==> src/include/ast_pkg.sv <==
// constants, encodings and helpers shared by the serial transceiver
// Functional notes
// (RULE1) status access then data write clears tx flags
// (RULE2) break frames repeat, then one high bit
// (RULE3) enabling transmitter sends one idle frame first
// (RULE4) re-enabling transmitter: idle frame, buffer discarded
// (RULE5) receive 8 or 9 bits, ninth kept
// (RULE6) receive lsb first into holding buffer
// (RULE7) receiver enable starts start-bit hunt
// (RULE8) completed character loads buffer, sets full, interrupts
// (RULE9) status then data read clears full
// (RULE10) overrun keeps buffer, sets flag, interrupts
// (RULE11) received break counts as framing error
// (RULE12) idle frame sets idle flag, optional interrupt
// (RULE13) three middle samples must agree, else noise
// (RULE14) noise rises with full, no own interrupt
// (RULE15) false start discarded, noise shown next frame
// (RULE16) missing stop bit sets framing error
// (RULE17) rate is clock over 16, coarse, power-of-two
// (RULE18) software keeps dividers still while enabled
// (RULE19) nonzero fine divider further divides rate
// (RULE20) muted receiver sets no flags, no interrupts
// (RULE21) idle wake clears mute, no idle flag
// (RULE22) address mark wake clears mute, sets full
// (RULE23) start low, stop high, idle line high
// (RULE24) sixteen oversamples, majority of middle three
// (RULE25) oversample counter restarts on each start edge
package ast_pkg;
  // oversample numbers inside one bit time (1..16, 16 wraps to 0)
  localparam logic [3:0] EDGE_CHK_A = 4'h3;
  localparam logic [3:0] EDGE_CHK_B = 4'h5;
  localparam logic [3:0] EDGE_CHK_C = 4'h7;
  localparam logic [3:0] MID_FIRST = 4'h8;
  localparam logic [3:0] MID_LAST = 4'hA;
  localparam logic [3:0] BIT_END = 4'h0;
  localparam logic [3:0] AFTER_EDGE = 4'h2;
  localparam logic [3:0] OS_LAST = 4'hF;
  // frame lengths in bits (start + data + stop)
  localparam logic [3:0] FRAME_BITS_8 = 4'hA;
  localparam logic [3:0] FRAME_BITS_9 = 4'hB;
  localparam logic [3:0] DATA_LAST_8 = 4'h7;
  localparam logic [3:0] DATA_LAST_9 = 4'h8;
  // idle frame length in oversamples
  localparam logic [7:0] IDLE_OS_8 = 8'hA0;
  localparam logic [7:0] IDLE_OS_9 = 8'hB0;
  // status reset values
  localparam logic TX_EMPTY_RST = 1'b1;
  localparam logic TX_DONE_RST = 1'b1;
  // width of the baud divider counter
  localparam int BAUD_W = 19;
  // coarse divider factors 1, 3, 4, 13
  localparam logic [4:0] COARSE_1 = 5'h01;
  localparam logic [4:0] COARSE_3 = 5'h03;
  localparam logic [4:0] COARSE_4 = 5'h04;
  localparam logic [4:0] COARSE_13 = 5'h0D;

  // transmitter states
  typedef enum logic [1:0]
  {
    TX_OFF = 2'b00,
    TX_READY = 2'b01,
    TX_SEND = 2'b10
  } ast_tx_e;

  // receiver states
  typedef enum logic [1:0]
  {
    RX_HUNT = 2'b00,
    RX_START = 2'b01,
    RX_DATA = 2'b10,
    RX_STOP = 2'b11
  } ast_rx_e;

  // map the coarse select code to its factor
  function automatic logic [4:0] coarse_factor(input logic [1:0] sel);
    logic [4:0] f;
    f = COARSE_1;
    unique case (sel)
      2'b00: f = COARSE_1;
      2'b01: f = COARSE_3;
      2'b10: f = COARSE_4;
      2'b11: f = COARSE_13;
    endcase
    return f;
  endfunction
endpackage

==> src/rtl/ast_top.sv <==
// full-duplex asynchronous serial transceiver core
module ast_top
(
  // clock and reset
  input wire logic MCLK,
  input wire logic SYS_RST,
  // serial pins
  input wire logic SERIAL_IN_PIN,
  output logic SERIAL_OUT_PIN,
  // frame and enable controls
  input wire logic NINE_BIT_SELECT,
  input wire logic TX_ENABLE,
  input wire logic RX_ENABLE,
  input wire logic SEND_BREAK,
  input wire logic WAKE_METHOD,
  input wire logic RX_MUTE_SET,
  // interrupt controls
  input wire logic TX_EMPTY_INT_ENABLE,
  input wire logic TX_DONE_INT_ENABLE,
  input wire logic RX_INT_ENABLE,
  input wire logic IDLE_INT_ENABLE,
  input wire logic GLOBAL_INT_MASK,
  // rate controls
  input wire logic [1:0] COARSE_DIVIDER_SEL,
  input wire logic [2:0] TX_RATE_SEL,
  input wire logic [2:0] RX_RATE_SEL,
  input wire logic [7:0] TX_FINE_DIVIDER,
  input wire logic [7:0] RX_FINE_DIVIDER,
  // register access strobes
  input wire logic STATUS_ACCESS,
  input wire logic DATA_READ,
  // transmit data
  input wire logic TX_WVALID,
  output logic TX_WREADY,
  input wire logic [7:0] TX_WDATA,
  input wire logic TX_NINTH_BIT,
  // receive data and status
  output logic [7:0] RX_DATA,
  output logic RX_NINTH_BIT,
  output logic RX_FULL_FLAG,
  output logic RX_OVERRUN_FLAG,
  output logic NOISE_FLAG,
  output logic FRAMING_ERROR_FLAG,
  output logic IDLE_FLAG,
  output logic RX_MUTE,
  output logic TX_EMPTY_FLAG,
  output logic TX_DONE_FLAG,
  output logic IRQ
);
  // baud ticks
  logic tx_os_tick; // transmit oversample tick
  logic rx_os_tick; // receive oversample tick
  // transmit side
  ast_pkg::ast_tx_e tx_st_q, tx_st_d;
  logic [3:0] tx_os_q; // oversample count within a bit
  logic tx_bit_tick; // bit boundary
  logic [10:0] tx_sh_q, tx_sh_d; // remaining frame bits
  logic [3:0] tx_left_q, tx_left_d; // bits left in frame
  logic tx_line_q; // registered pin level
  logic te_q; // previous enable
  logic te_rise; // enable rising edge
  logic idle_req_q, idle_req_d; // idle frame owed
  logic brk_tail_q, brk_tail_d; // high bit owed after break
  logic tx_pop; // take a word from the buffer
  logic tx_end; // frame finished with nothing after it
  logic buf_valid; // buffer holds a word
  logic [8:0] buf_data; // word at the buffer head
  logic [3:0] frame_bits; // bits per frame for the word size
  // register access sequencing
  logic seq_arm_q; // status access seen
  logic wr_take; // data write accepted
  logic clr_rx; // read half of the sequence
  logic clr_tx; // write half of the sequence
  // receive side
  logic rx_m_q, rx_s_q; // pin synchroniser
  ast_pkg::ast_rx_e rx_st_q;
  logic [2:0] hist_q; // last three line samples, shifted in every state
  logic [3:0] rx_os_q; // oversample number of next tick
  logic [3:0] rx_bit_q; // data bit index
  logic [8:0] rx_sh_q; // receive shift register
  logic [2:0] mid_q; // middle samples
  logic edge_bad_q; // start edge failed its checks
  logic frm_noise_q; // noise within frame
  logic noise_pend_q; // noise kept from a false start
  logic [7:0] idle_cnt_q; // high oversamples while hunting
  logic idle_arm_q; // idle detection allowed
  logic maj; // majority of middle samples
  logic disagree; // middle samples disagree
  logic char_ev_q; // character complete pulse
  logic idle_ev_q; // idle frame pulse
  logic [8:0] ev_data_q; // completed word
  logic ev_fe_q; // stop bit missing
  logic ev_noise_q; // noise for the completed word
  logic addr_mark; // msb of the completed word
  logic deliver; // completed word reaches software

  // rate generators, one per direction
  ast_baud u_tx_baud
  (
    .clk(MCLK),
    .rst(SYS_RST),
    .coarse_sel(COARSE_DIVIDER_SEL),
    .rate_sel(TX_RATE_SEL),
    .fine_div(TX_FINE_DIVIDER),
    .os_tick(tx_os_tick)
  );
  ast_baud u_rx_baud
  (
    .clk(MCLK),
    .rst(SYS_RST),
    .coarse_sel(COARSE_DIVIDER_SEL),
    .rate_sel(RX_RATE_SEL),
    .fine_div(RX_FINE_DIVIDER),
    .os_tick(rx_os_tick)
  );

  // transmit holding buffer, flushed when the enable is re-asserted
  ast_buf #(.WIDTH(9)) u_tx_buf
  (
    .clk(MCLK),
    .rst(SYS_RST),
    .flush(te_rise), // RULE4
    .in_valid(TX_WVALID),
    .in_ready(TX_WREADY),
    .in_data({TX_NINTH_BIT, TX_WDATA}),
    .out_valid(buf_valid),
    .out_ready(tx_pop),
    .out_data(buf_data)
  );

  assign te_rise = TX_ENABLE && !te_q;
  assign tx_bit_tick = tx_os_tick && (tx_os_q == ast_pkg::OS_LAST);
  assign frame_bits = NINE_BIT_SELECT ? ast_pkg::FRAME_BITS_9
                                      : ast_pkg::FRAME_BITS_8;
  assign wr_take = TX_WVALID && TX_WREADY;
  assign clr_rx = DATA_READ && seq_arm_q;
  assign clr_tx = wr_take && seq_arm_q;
  assign SERIAL_OUT_PIN = tx_line_q;

  // transmit bit timing: sixteen oversample ticks per bit
  always_ff @(posedge MCLK or posedge SYS_RST)
  begin
    if (SYS_RST)
    begin
      tx_os_q <= 4'h0;
      te_q <= 1'b0;
    end
    else
    begin
      te_q <= TX_ENABLE;
      if (tx_os_tick)
        tx_os_q <= tx_os_q + 4'h1;
    end
  end

  // transmitter next state: frames start only on bit boundaries
  always_comb
  begin
    logic start;
    start = 1'b0;
    tx_st_d = tx_st_q;
    tx_sh_d = tx_sh_q;
    tx_left_d = tx_left_q;
    idle_req_d = idle_req_q || te_rise; // RULE3 RULE4
    brk_tail_d = brk_tail_q;
    tx_pop = 1'b0;
    tx_end = 1'b0;
    unique case (tx_st_q)
      ast_pkg::TX_OFF:
      begin
        if (TX_ENABLE)
          tx_st_d = ast_pkg::TX_READY;
      end
      ast_pkg::TX_READY:
      begin
        start = tx_bit_tick;
      end
      ast_pkg::TX_SEND:
      begin
        if (tx_bit_tick && tx_left_q == 4'h1)
          start = 1'b1;
        else if (tx_bit_tick)
        begin
          tx_sh_d = {1'b1, tx_sh_q[10:1]};
          tx_left_d = tx_left_q - 4'h1;
        end
      end
    endcase
    if (start)
    begin
      tx_st_d = ast_pkg::TX_SEND;
      if (!TX_ENABLE)
        tx_st_d = ast_pkg::TX_OFF;
      else if (SEND_BREAK)
      begin
        // break frame: all low, length from word size
        tx_sh_d = 11'h000; // RULE2
        tx_left_d = frame_bits;
        brk_tail_d = 1'b1;
      end
      else if (brk_tail_q)
      begin
        // one high bit after the last break frame
        tx_sh_d = 11'h7FF; // RULE2
        tx_left_d = 4'h1;
        brk_tail_d = 1'b0;
      end
      else if (idle_req_q)
      begin
        // idle frame: all high
        tx_sh_d = 11'h7FF; // RULE3 RULE4
        tx_left_d = frame_bits;
        idle_req_d = te_rise;
      end
      else if (buf_valid)
      begin
        // data frame: start low, lsb first, stop high
        tx_sh_d = NINE_BIT_SELECT ? {1'b1, buf_data, 1'b0} // RULE23
                                  : {2'b11, buf_data[7:0], 1'b0};
        tx_left_d = frame_bits;
        tx_pop = 1'b1;
      end
      else
        tx_st_d = ast_pkg::TX_READY;
      tx_end = (tx_st_q == ast_pkg::TX_SEND) &&
               (tx_st_d != ast_pkg::TX_SEND);
    end
  end

  // transmitter state and registered pin, high whenever not sending
  always_ff @(posedge MCLK or posedge SYS_RST)
  begin
    if (SYS_RST)
    begin
      tx_st_q <= ast_pkg::TX_OFF;
      tx_sh_q <= 11'h7FF;
      tx_left_q <= 4'h0;
      idle_req_q <= 1'b0;
      brk_tail_q <= 1'b0;
      tx_line_q <= 1'b1;
    end
    else
    begin
      tx_st_q <= tx_st_d;
      tx_sh_q <= tx_sh_d;
      tx_left_q <= tx_left_d;
      idle_req_q <= idle_req_d;
      brk_tail_q <= brk_tail_d;
      tx_line_q <= (tx_st_d == ast_pkg::TX_SEND) ? tx_sh_d[0] : 1'b1; // RULE23
    end
  end

  // status-then-data sequence and transmit flags; hardware set wins
  always_ff @(posedge MCLK or posedge SYS_RST)
  begin
    if (SYS_RST)
    begin
      seq_arm_q <= 1'b0;
      TX_EMPTY_FLAG <= ast_pkg::TX_EMPTY_RST;
      TX_DONE_FLAG <= ast_pkg::TX_DONE_RST;
    end
    else
    begin
      if (STATUS_ACCESS)
        seq_arm_q <= 1'b1;
      else if (DATA_READ || wr_take)
        seq_arm_q <= 1'b0;
      TX_EMPTY_FLAG <= (TX_EMPTY_FLAG && !clr_tx) || tx_pop; // RULE1
      TX_DONE_FLAG <= (TX_DONE_FLAG && !clr_tx) || tx_end; // RULE1
    end
  end

  // receive pin synchroniser
  always_ff @(posedge MCLK or posedge SYS_RST)
  begin
    if (SYS_RST)
    begin
      rx_m_q <= 1'b1;
      rx_s_q <= 1'b1;
    end
    else
    begin
      rx_m_q <= SERIAL_IN_PIN;
      rx_s_q <= rx_m_q;
    end
  end

  assign maj = (mid_q[0] & mid_q[1]) | (mid_q[0] & mid_q[2]) |
               (mid_q[1] & mid_q[2]); // RULE24
  assign disagree = (mid_q != 3'b000) && (mid_q != 3'b111); // RULE13

  // receiver: hunt, start check, data bits, stop bit
  always_ff @(posedge MCLK or posedge SYS_RST)
  begin
    if (SYS_RST)
    begin
      rx_st_q <= ast_pkg::RX_HUNT;
      hist_q <= 3'b000;
      rx_os_q <= 4'h0;
      rx_bit_q <= 4'h0;
      rx_sh_q <= 9'h000;
      mid_q <= 3'b000;
      edge_bad_q <= 1'b0;
      frm_noise_q <= 1'b0;
      noise_pend_q <= 1'b0;
      idle_cnt_q <= 8'h00;
      idle_arm_q <= 1'b1; // line counts as idle-owed, like a fresh enable
      char_ev_q <= 1'b0;
      idle_ev_q <= 1'b0;
      ev_data_q <= 9'h000;
      ev_fe_q <= 1'b0;
      ev_noise_q <= 1'b0;
    end
    else
    begin
      char_ev_q <= 1'b0;
      idle_ev_q <= 1'b0;
      if (!RX_ENABLE)
      begin
        // disabled: park and allow an idle after enabling
        rx_st_q <= ast_pkg::RX_HUNT;
        hist_q <= 3'b000;
        idle_cnt_q <= 8'h00;
        idle_arm_q <= 1'b1;
      end
      else if (rx_os_tick)
      begin
        hist_q <= {hist_q[1:0], rx_s_q};
        if (rx_st_q == ast_pkg::RX_HUNT)
        begin
          // falling edge after three highs starts a frame
          if (hist_q == 3'b111 && !rx_s_q) // RULE7
          begin
            rx_st_q <= ast_pkg::RX_START;
            rx_os_q <= ast_pkg::AFTER_EDGE; // RULE25
            edge_bad_q <= 1'b0;
            frm_noise_q <= 1'b0;
            rx_bit_q <= 4'h0;
          end
          // a whole frame of highs is an idle frame
          if (!rx_s_q)
            idle_cnt_q <= 8'h00;
          else if (idle_cnt_q != 8'hFF)
            idle_cnt_q <= idle_cnt_q + 8'h01;
          if (rx_s_q && idle_arm_q && idle_cnt_q ==
              (NINE_BIT_SELECT ? ast_pkg::IDLE_OS_9 : ast_pkg::IDLE_OS_8)
              - 8'h01)
          begin
            idle_ev_q <= 1'b1; // RULE12
            idle_arm_q <= 1'b0;
          end
        end
        else
        begin
          rx_os_q <= rx_os_q + 4'h1;
          // start bit edge checks on samples 3, 5 and 7
          if (rx_st_q == ast_pkg::RX_START && rx_s_q &&
              (rx_os_q == ast_pkg::EDGE_CHK_A ||
               rx_os_q == ast_pkg::EDGE_CHK_B ||
               rx_os_q == ast_pkg::EDGE_CHK_C))
            edge_bad_q <= 1'b1; // RULE13
          // middle samples 8, 9 and 10
          if (rx_os_q >= ast_pkg::MID_FIRST && rx_os_q <= ast_pkg::MID_LAST)
            mid_q <= {mid_q[1:0], rx_s_q}; // RULE24
          if (rx_os_q == ast_pkg::BIT_END)
          begin
            unique case (rx_st_q)
              ast_pkg::RX_START:
              begin
                if (maj)
                begin
                  // false start: drop frame, remember noise
                  rx_st_q <= ast_pkg::RX_HUNT; // RULE15
                  noise_pend_q <= 1'b1; // RULE15
                end
                else
                begin
                  frm_noise_q <= disagree || edge_bad_q; // RULE13
                  rx_st_q <= ast_pkg::RX_DATA;
                end
              end
              ast_pkg::RX_DATA:
              begin
                rx_sh_q[rx_bit_q] <= maj; // RULE6
                frm_noise_q <= frm_noise_q || disagree; // RULE13
                rx_bit_q <= rx_bit_q + 4'h1;
                if (rx_bit_q == (NINE_BIT_SELECT ? ast_pkg::DATA_LAST_9
                                                 : ast_pkg::DATA_LAST_8))
                  rx_st_q <= ast_pkg::RX_STOP; // RULE5
              end
              ast_pkg::RX_STOP:
              begin
                // low stop bit (also a break) is a framing error
                char_ev_q <= 1'b1;
                ev_fe_q <= !maj; // RULE11 RULE16
                ev_noise_q <= frm_noise_q || disagree || noise_pend_q;
                ev_data_q <= NINE_BIT_SELECT ? rx_sh_q
                                             : {1'b0, rx_sh_q[7:0]};
                noise_pend_q <= 1'b0;
                rx_st_q <= ast_pkg::RX_HUNT;
                idle_cnt_q <= 8'h00;
                idle_arm_q <= 1'b1;
              end
              default:
                rx_st_q <= ast_pkg::RX_HUNT;
            endcase
          end
        end
      end
    end
  end

  assign addr_mark = NINE_BIT_SELECT ? ev_data_q[8] : ev_data_q[7];
  assign deliver = char_ev_q && (!RX_MUTE || (WAKE_METHOD && addr_mark));

  // receive flags, holding buffer and mute; hardware set wins
  always_ff @(posedge MCLK or posedge SYS_RST)
  begin
    if (SYS_RST)
    begin
      RX_DATA <= 8'h00;
      RX_NINTH_BIT <= 1'b0;
      RX_FULL_FLAG <= 1'b0;
      RX_OVERRUN_FLAG <= 1'b0;
      NOISE_FLAG <= 1'b0;
      FRAMING_ERROR_FLAG <= 1'b0;
      IDLE_FLAG <= 1'b0;
      RX_MUTE <= 1'b0;
    end
    else
    begin
      RX_FULL_FLAG <= RX_FULL_FLAG && !clr_rx; // RULE9
      RX_OVERRUN_FLAG <= RX_OVERRUN_FLAG && !clr_rx; // RULE10
      NOISE_FLAG <= NOISE_FLAG && !clr_rx; // RULE14
      FRAMING_ERROR_FLAG <= FRAMING_ERROR_FLAG && !clr_rx; // RULE16
      IDLE_FLAG <= IDLE_FLAG && !clr_rx;
      if (RX_MUTE_SET)
        RX_MUTE <= 1'b1;
      else if (char_ev_q && RX_MUTE && WAKE_METHOD && addr_mark)
        RX_MUTE <= 1'b0; // RULE22
      else if (idle_ev_q && RX_MUTE && !WAKE_METHOD)
        RX_MUTE <= 1'b0; // RULE21
      if (deliver) // RULE20
      begin
        if (RX_FULL_FLAG && !clr_rx)
          RX_OVERRUN_FLAG <= 1'b1; // RULE10
        else
        begin
          RX_DATA <= ev_data_q[7:0]; // RULE8
          RX_NINTH_BIT <= ev_data_q[8]; // RULE5
          RX_FULL_FLAG <= 1'b1; // RULE8 RULE22
          NOISE_FLAG <= ev_noise_q; // RULE14
          FRAMING_ERROR_FLAG <= ev_fe_q; // RULE16
        end
      end
      if (idle_ev_q && !RX_MUTE)
        IDLE_FLAG <= 1'b1; // RULE12 RULE20
    end
  end

  // single interrupt request, gated by the global mask
  always_ff @(posedge MCLK or posedge SYS_RST)
  begin
    if (SYS_RST)
      IRQ <= 1'b0;
    else
      IRQ <= !GLOBAL_INT_MASK &&
             ((TX_EMPTY_FLAG && TX_EMPTY_INT_ENABLE) ||
              (TX_DONE_FLAG && TX_DONE_INT_ENABLE) ||
              ((RX_FULL_FLAG || RX_OVERRUN_FLAG) && RX_INT_ENABLE) || // RULE8
              (IDLE_FLAG && IDLE_INT_ENABLE)); // RULE12
  end
endmodule

==> src/rtl/ast_baud.sv <==
// oversample tick generator: clock / (coarse * 2^sel * fine)
module ast_baud
(
  // clock and reset
  input wire logic clk,
  input wire logic rst,
  // divider settings
  input wire logic [1:0] coarse_sel,
  input wire logic [2:0] rate_sel,
  input wire logic [7:0] fine_div,
  // one-cycle pulse per oversample period
  output logic os_tick
);
  localparam int W = ast_pkg::BAUD_W;
  logic [W-1:0] cnt_q; // period counter
  logic [W-1:0] limit; // period minus one
  logic [W-1:0] base; // coarse times power of two

  // period from the three divider stages, fine zero means bypass
  always_comb
  begin
    base = W'(ast_pkg::coarse_factor(coarse_sel)) << rate_sel; // RULE17
    if (fine_div != 8'h00)
      limit = W'(base * W'(fine_div)) - W'(1); // RULE19
    else
      limit = base - W'(1);
  end

  // free-running counter, restarts at the limit
  always_ff @(posedge clk or posedge rst)
  begin
    if (rst)
    begin
      cnt_q <= '0;
      os_tick <= 1'b0;
    end
    else if (cnt_q >= limit)
    begin
      cnt_q <= '0;
      os_tick <= 1'b1;
    end
    else
    begin
      cnt_q <= cnt_q + W'(1);
      os_tick <= 1'b0;
    end
  end
endmodule

==> src/rtl/ast_buf.sv <==
// two-entry valid/ready buffer with flush
module ast_buf
#(
  parameter int WIDTH = 9
)
(
  // clock and reset
  input wire logic clk,
  input wire logic rst,
  input wire logic flush,
  // filling side
  input wire logic in_valid,
  output logic in_ready,
  input wire logic [WIDTH-1:0] in_data,
  // draining side
  output logic out_valid,
  input wire logic out_ready,
  output logic [WIDTH-1:0] out_data
);
  logic [WIDTH-1:0] mem_q [2]; // storage
  logic rd_q; // read slot
  logic wr_q; // write slot
  logic [1:0] cnt_q; // occupancy
  logic push;
  logic pop;

  // refuse a width the storage cannot hold
  if (WIDTH < 1)
  begin
    $error("ast_buf: WIDTH must be at least 1");
  end

  assign in_ready = (cnt_q != 2'd2);
  assign out_valid = (cnt_q != 2'd0);
  assign out_data = mem_q[rd_q];
  assign push = in_valid && in_ready;
  assign pop = out_valid && out_ready;

  // pointers and occupancy; flush empties both entries
  always_ff @(posedge clk or posedge rst)
  begin
    if (rst)
    begin
      rd_q <= 1'b0;
      wr_q <= 1'b0;
      cnt_q <= 2'd0;
    end
    else if (flush)
    begin
      rd_q <= 1'b0;
      wr_q <= 1'b0;
      cnt_q <= 2'd0;
    end
    else
    begin
      if (push)
        wr_q <= ~wr_q;
      if (pop)
        rd_q <= ~rd_q;
      cnt_q <= cnt_q + {1'b0, push} - {1'b0, pop};
    end
  end

  // entry storage
  always_ff @(posedge clk)
  begin
    if (push)
      mem_q[wr_q] <= in_data;
  end
endmodule

==> config.mk <==
export PLATFORM = sky130hd
export DESIGN_NAME = ast_top
export DESIGN_NICKNAME = d
export VERILOG_FILES = /design/src/include/ast_pkg.sv /design/src/rtl/ast_top.sv /design/src/rtl/ast_baud.sv /design/src/rtl/ast_buf.sv
export SDC_FILE = /design/constraint.sdc
export NUM_CORES = 1
export LEC_CHECK = 0
export ABC_AREA = 1
export BUFFER_PORTS_ARGS = -buffer_cell sky130_fd_sc_hd__buf_2
export CORE_MARGIN = 2
export CORE_UTILIZATION = 55
export DETAILED_ROUTE_END_ITERATION = 10
export GPL_TIMING_DRIVEN = 0
export PLACE_DENSITY = 0.75
export SYNTH_ARGS = -nofsm -noshare
export SYNTH_HDL_FRONTEND = slang
export SYNTH_SLANG_ARGS = --single-unit
==> constraint.sdc <==
create_clock -name MCLK -period 3.97 [get_ports MCLK]
set_input_delay 0.397 -clock MCLK [delete_from_list [all_inputs] [get_ports MCLK]]
set_output_delay 0.397 -clock MCLK [all_outputs]
set_load 0.005 [all_outputs]
==> metrics <==
Slowest cell on crit path fa_2; FILL cells between 2000 and 2500; final setup violating endpoints 40; TritonCTS clock tree built; final-report hold violation count 0; latest clock arrival within the worst-skew pair about 0.42 ns; core box area 0.02786 mm^2; Worst Reg2Reg Path Length in Cells 15; violations in the final reports setup timing; Worst Hold Depth 1; Post-Synthesis Cells ~2000; cts bufs inserted 17; cell area after synthesis approximately 0.016 mm^2; main area contributors after synthesis dfrtp_1 (20%), fa_1 (15%), ha_1 (12%); count of flip-flops with a built-in enable after synthesis 18; CTS Buffer Depth 2; Top FF cell, synth dfrtp_1; DR WL/cell about 16 um; ys async rst share slightly below 90%; Synth Area per Inst slightly below 8 um^2; boundary pin count 70; die width between 150 and 200 um; Startpoint Class input pin; DRC violation count after routing 0; Synth warnings 0; Max VDD drop 0.4100 mV; std cell rows just over 60; Max H-tree Level 4; summed negative setup slack over all endpoints -60.89 ns; CTS sink count roughly 160; Vert. Die Dim approximately 170 um; result of the run finished, violations left; post-route setup slack -1.628 ns; critical path fanouts, max 6; DP Area ~0.017 mm^2; vias after detailed routing 14190; number of distinct library cell variants in the gate-level netlist after synthesis 56; power after layout around 9.7 mW; CP Data Arrival Time slightly below 6 ns; Critical Path Sink Type flip-flop; CTS clk-pin slew, worst paths roughly 0.07 ns; First DRT Iteration DRCs 956; antenna cells 0; largest area contributor in the netlist dfrtp_1; CTS root buffer clkbuf_16; final-report max-slew violation count 0; detailed-routing iteration count for the pre-antenna-repair pass 6; Overall Global Routing Usage 27.33%; antenna violations before repair 0; maximum number of pins on one net before global-route repair 39; last weighted congestion value of the routability-driven placer about 0.9; vias in the first global route 14090; worst relative slew slack 43.90%; required arrival time at the worst endpoint 4.33 ns; nets@finish approximately 2500; fraction of final layout cells sized beyond drive strength 1 a little over a quarter; path type of the worst min-delay path input pin to flip-flop; wire length of the first global-routing pass about 66000 um; total grt overflow 0; Post-Route Utilization 70.72%; Leakage Power ~9.5 nW; part of the Yosys area used for sequential elements between 20% and 30%; setup clock skew after layout between 0.009 and 0.01 ns; area enclosed by the die boundary roughly 0.03 mm^2; number of vias per cell 5.601; delay of the slowest cell on the worst path a little over 0.6 ns; number of synthesized register bits between 150 and 200; post-route antenna net violation count 0; cell occurring most often along the worst timing path fa_1; measured slew at the worst slew-check pin about 0.84 ns; PD cells around 500 mW/mm^2; fraction of synthesized cell area taken by the top area cell type around a fifth; classification of the worst setup path input pin to flip-flop; count of buffers inserted at the top-level ports 65; fin area roughly 0.020 mm^2; placed wire-length estimate about 28000 um; crit path time final 5.598 ns; synthesized net count 2283; max-capacitance violation count 0; unrepaired setup endpoints after global routing true; Max Fclk approximately 0.18 GHz; DRT Wirelength ~40000 um; post-route clock period utilization 141.0%; starting utilization of the core area 55.99%; synth-to-layout area growth 26.29%
## Yosys cell counts (all sizes together), types with 4 or more instances
| cell type | n |
|---|---|
| o31ai | 6 |
| nand2 | 418 |
| buf | 11 |
| nand3b | 5 |
| mux2 | 4 |
| inv | 344 |
| edfxtp | 18 |
| nor2 | 213 |
| mux2i | 7 |
| a21oi | 98 |
| a21o | 9 |
| xnor2 | 18 |
| xor2 | 37 |
| nor4 | 5 |
| o21ai | 103 |
| clkinv | 4 |
| ha | 152 |
| a31oi | 6 |
| nand3 | 125 |
| nor3 | 42 |
| clkbuf | 15 |
| dfstp | 17 |
| fa | 118 |
| nand4 | 37 |
| dfrtp | 123 |
## per-layer routing
metal / global-route usage (%) / vias to the layer above / wire length (um)
li1: - / 6654 / -
met1: 34.69 / 6826 / 16580
met2: 48.64 / 535 / 20600
met3: 2.953 / 177 / 2150
met4: 9.098 / 0 / 1823
met5: 0 / - / 0
## cells in the final DEF (no fill, tap or decap), types with 13 or more instances in the layout
cell	instances
ha_4	36
nand3_4	17
xnor2_1	18
edfxtp_1	18
a21oi_2	19
xor2_1	37
inv_1	290
nor3_2	15
dfrtp_1	123
nor3_1	24
dfstp_2	17
nand2_4	29
buf_12	13
nand3_1	83
fa_1	112
a21oi_1	69
nand2_1	341
o21ai_1	17
buf_2	64
nor2_4	30
o21ai_0	76
nand3_2	25
buf_4	80
nor2_1	144
clkbuf_16	18
nand2_2	43
inv_2	30
nand4_1	33
ha_1	116
nor2_2	37
## metrics by stage
step / setup WS, ns / std cells / hold slack (ns)
after floorplan: -1.280 / 1963 / 0.3452
after global placement: -2.039 / 2406 / 0.3455
after detailed placement: -2.229 / 2410 / 0.3472
after CTS: -1.436 / 2505 / 0.05812
after global routing: -1.822 / 2534 / 0.05674
final: -1.628 / 2534 / 0.07102
## logic make-up (layout without fill, tap and decap cells)
kind of cell | after synthesis | after routing | share of synthesized area [%]
simple gates | 853 | 853 | 25.03
buf+inv | 374 | 567 | 9.280
flops | 158 | 158 | 26.06
fa+ha+maj | 270 | 270 | 27.34
mux | 11 | 11 | 0.7379
xor+xnor | 55 | 55 | 3.088
compound gates | 242 | 242 | 8.462
## path summary, 6_finish.rpt
| path | from | end | slack (ns) |
|---|---|---|---|
| min in group asynchronous | SYS_RST | u_rx_baud.cnt_q[17]$_DFF_PP0_ | 0.53 |
| max | TX_RATE_SEL[0] | u_tx_baud.cnt_q[15]$_DFF_PP0_ | -1.63 |
| min reg2reg | rx_m_q$_DFF_PP1_ | rx_s_q$_DFF_PP1_ | 0.36 |
| min | SERIAL_IN_PIN | rx_m_q$_DFF_PP1_ | 0.07 |
| max in group asynchronous | SYS_RST | TX_DONE_FLAG$_DFF_PP1_ | 2.36 |
| max reg2reg | tx_os_q[0]$_DFFE_PP0P_ | u_tx_buf.cnt_q[1]$_DFF_PP0_ | 1.46 |
## registers in the layout (all words and copies together) (netlist names), 2 cells and up
name	count
RX_DATA	8
ev_data_q	9
hist_q	3
idle_cnt_q	8
mid_q	3
rx_bit_q	4
rx_os_q	4
rx_sh_q	9
rx_st_q	2
tx_left_q	4
tx_os_q	4
tx_sh_q	11
tx_st_q	2
u_rx_baud.cnt_q	19
u_tx_baud.cnt_q	19
u_tx_buf.cnt_q	2
u_tx_buf.mem_q	18
## power by group
part | switching (mW) | total [mW] | internal (mW) | leakage [nW]
Combinational | 3.59 | 6.25 | 2.67 | 7.35
Sequential | 0.111 | 1.88 | 1.77 | 1.89
Clock | 0.683 | 1.62 | 0.936 | 0.281
Total | 4.38 | 9.75 | 5.37 | 9.52
## area by class of cell
type	instances	area, um^2	share of cell area (%)
sequential	158	4065	20.64
buffer	26	202.7	1.029
clock buffer	17	425.4	2.159
multi-input combinational	1431	11680	59.29
clock inverter	15	163.9	0.8320
inverter	348	1413	7.171
tap	378	473.0	2.401
timing repair buffer	161	1277	6.485
## timing repair
action,CTS,global route
endpoints found under the setup margin,40,40
hold buffers,1,0
hold endpoints to repair,4,0
cloned,4,0
pin swaps,122,80
resized for setup,198,134
setup buffers,58,29
## worst max-delay path, delay by kind of cell
kind / cells / cell delay (ns)
adder cells (fa/ha/maj): 6 / 2.53
AO/OA/AOI/OAI: 5 / 0.77
AND/OR/NAND/NOR: 11 / 1.24
XOR/XNOR: 1 / 0.17
buffers and inverters: 7 / 0.84
(Power assumes the default switching activity.)
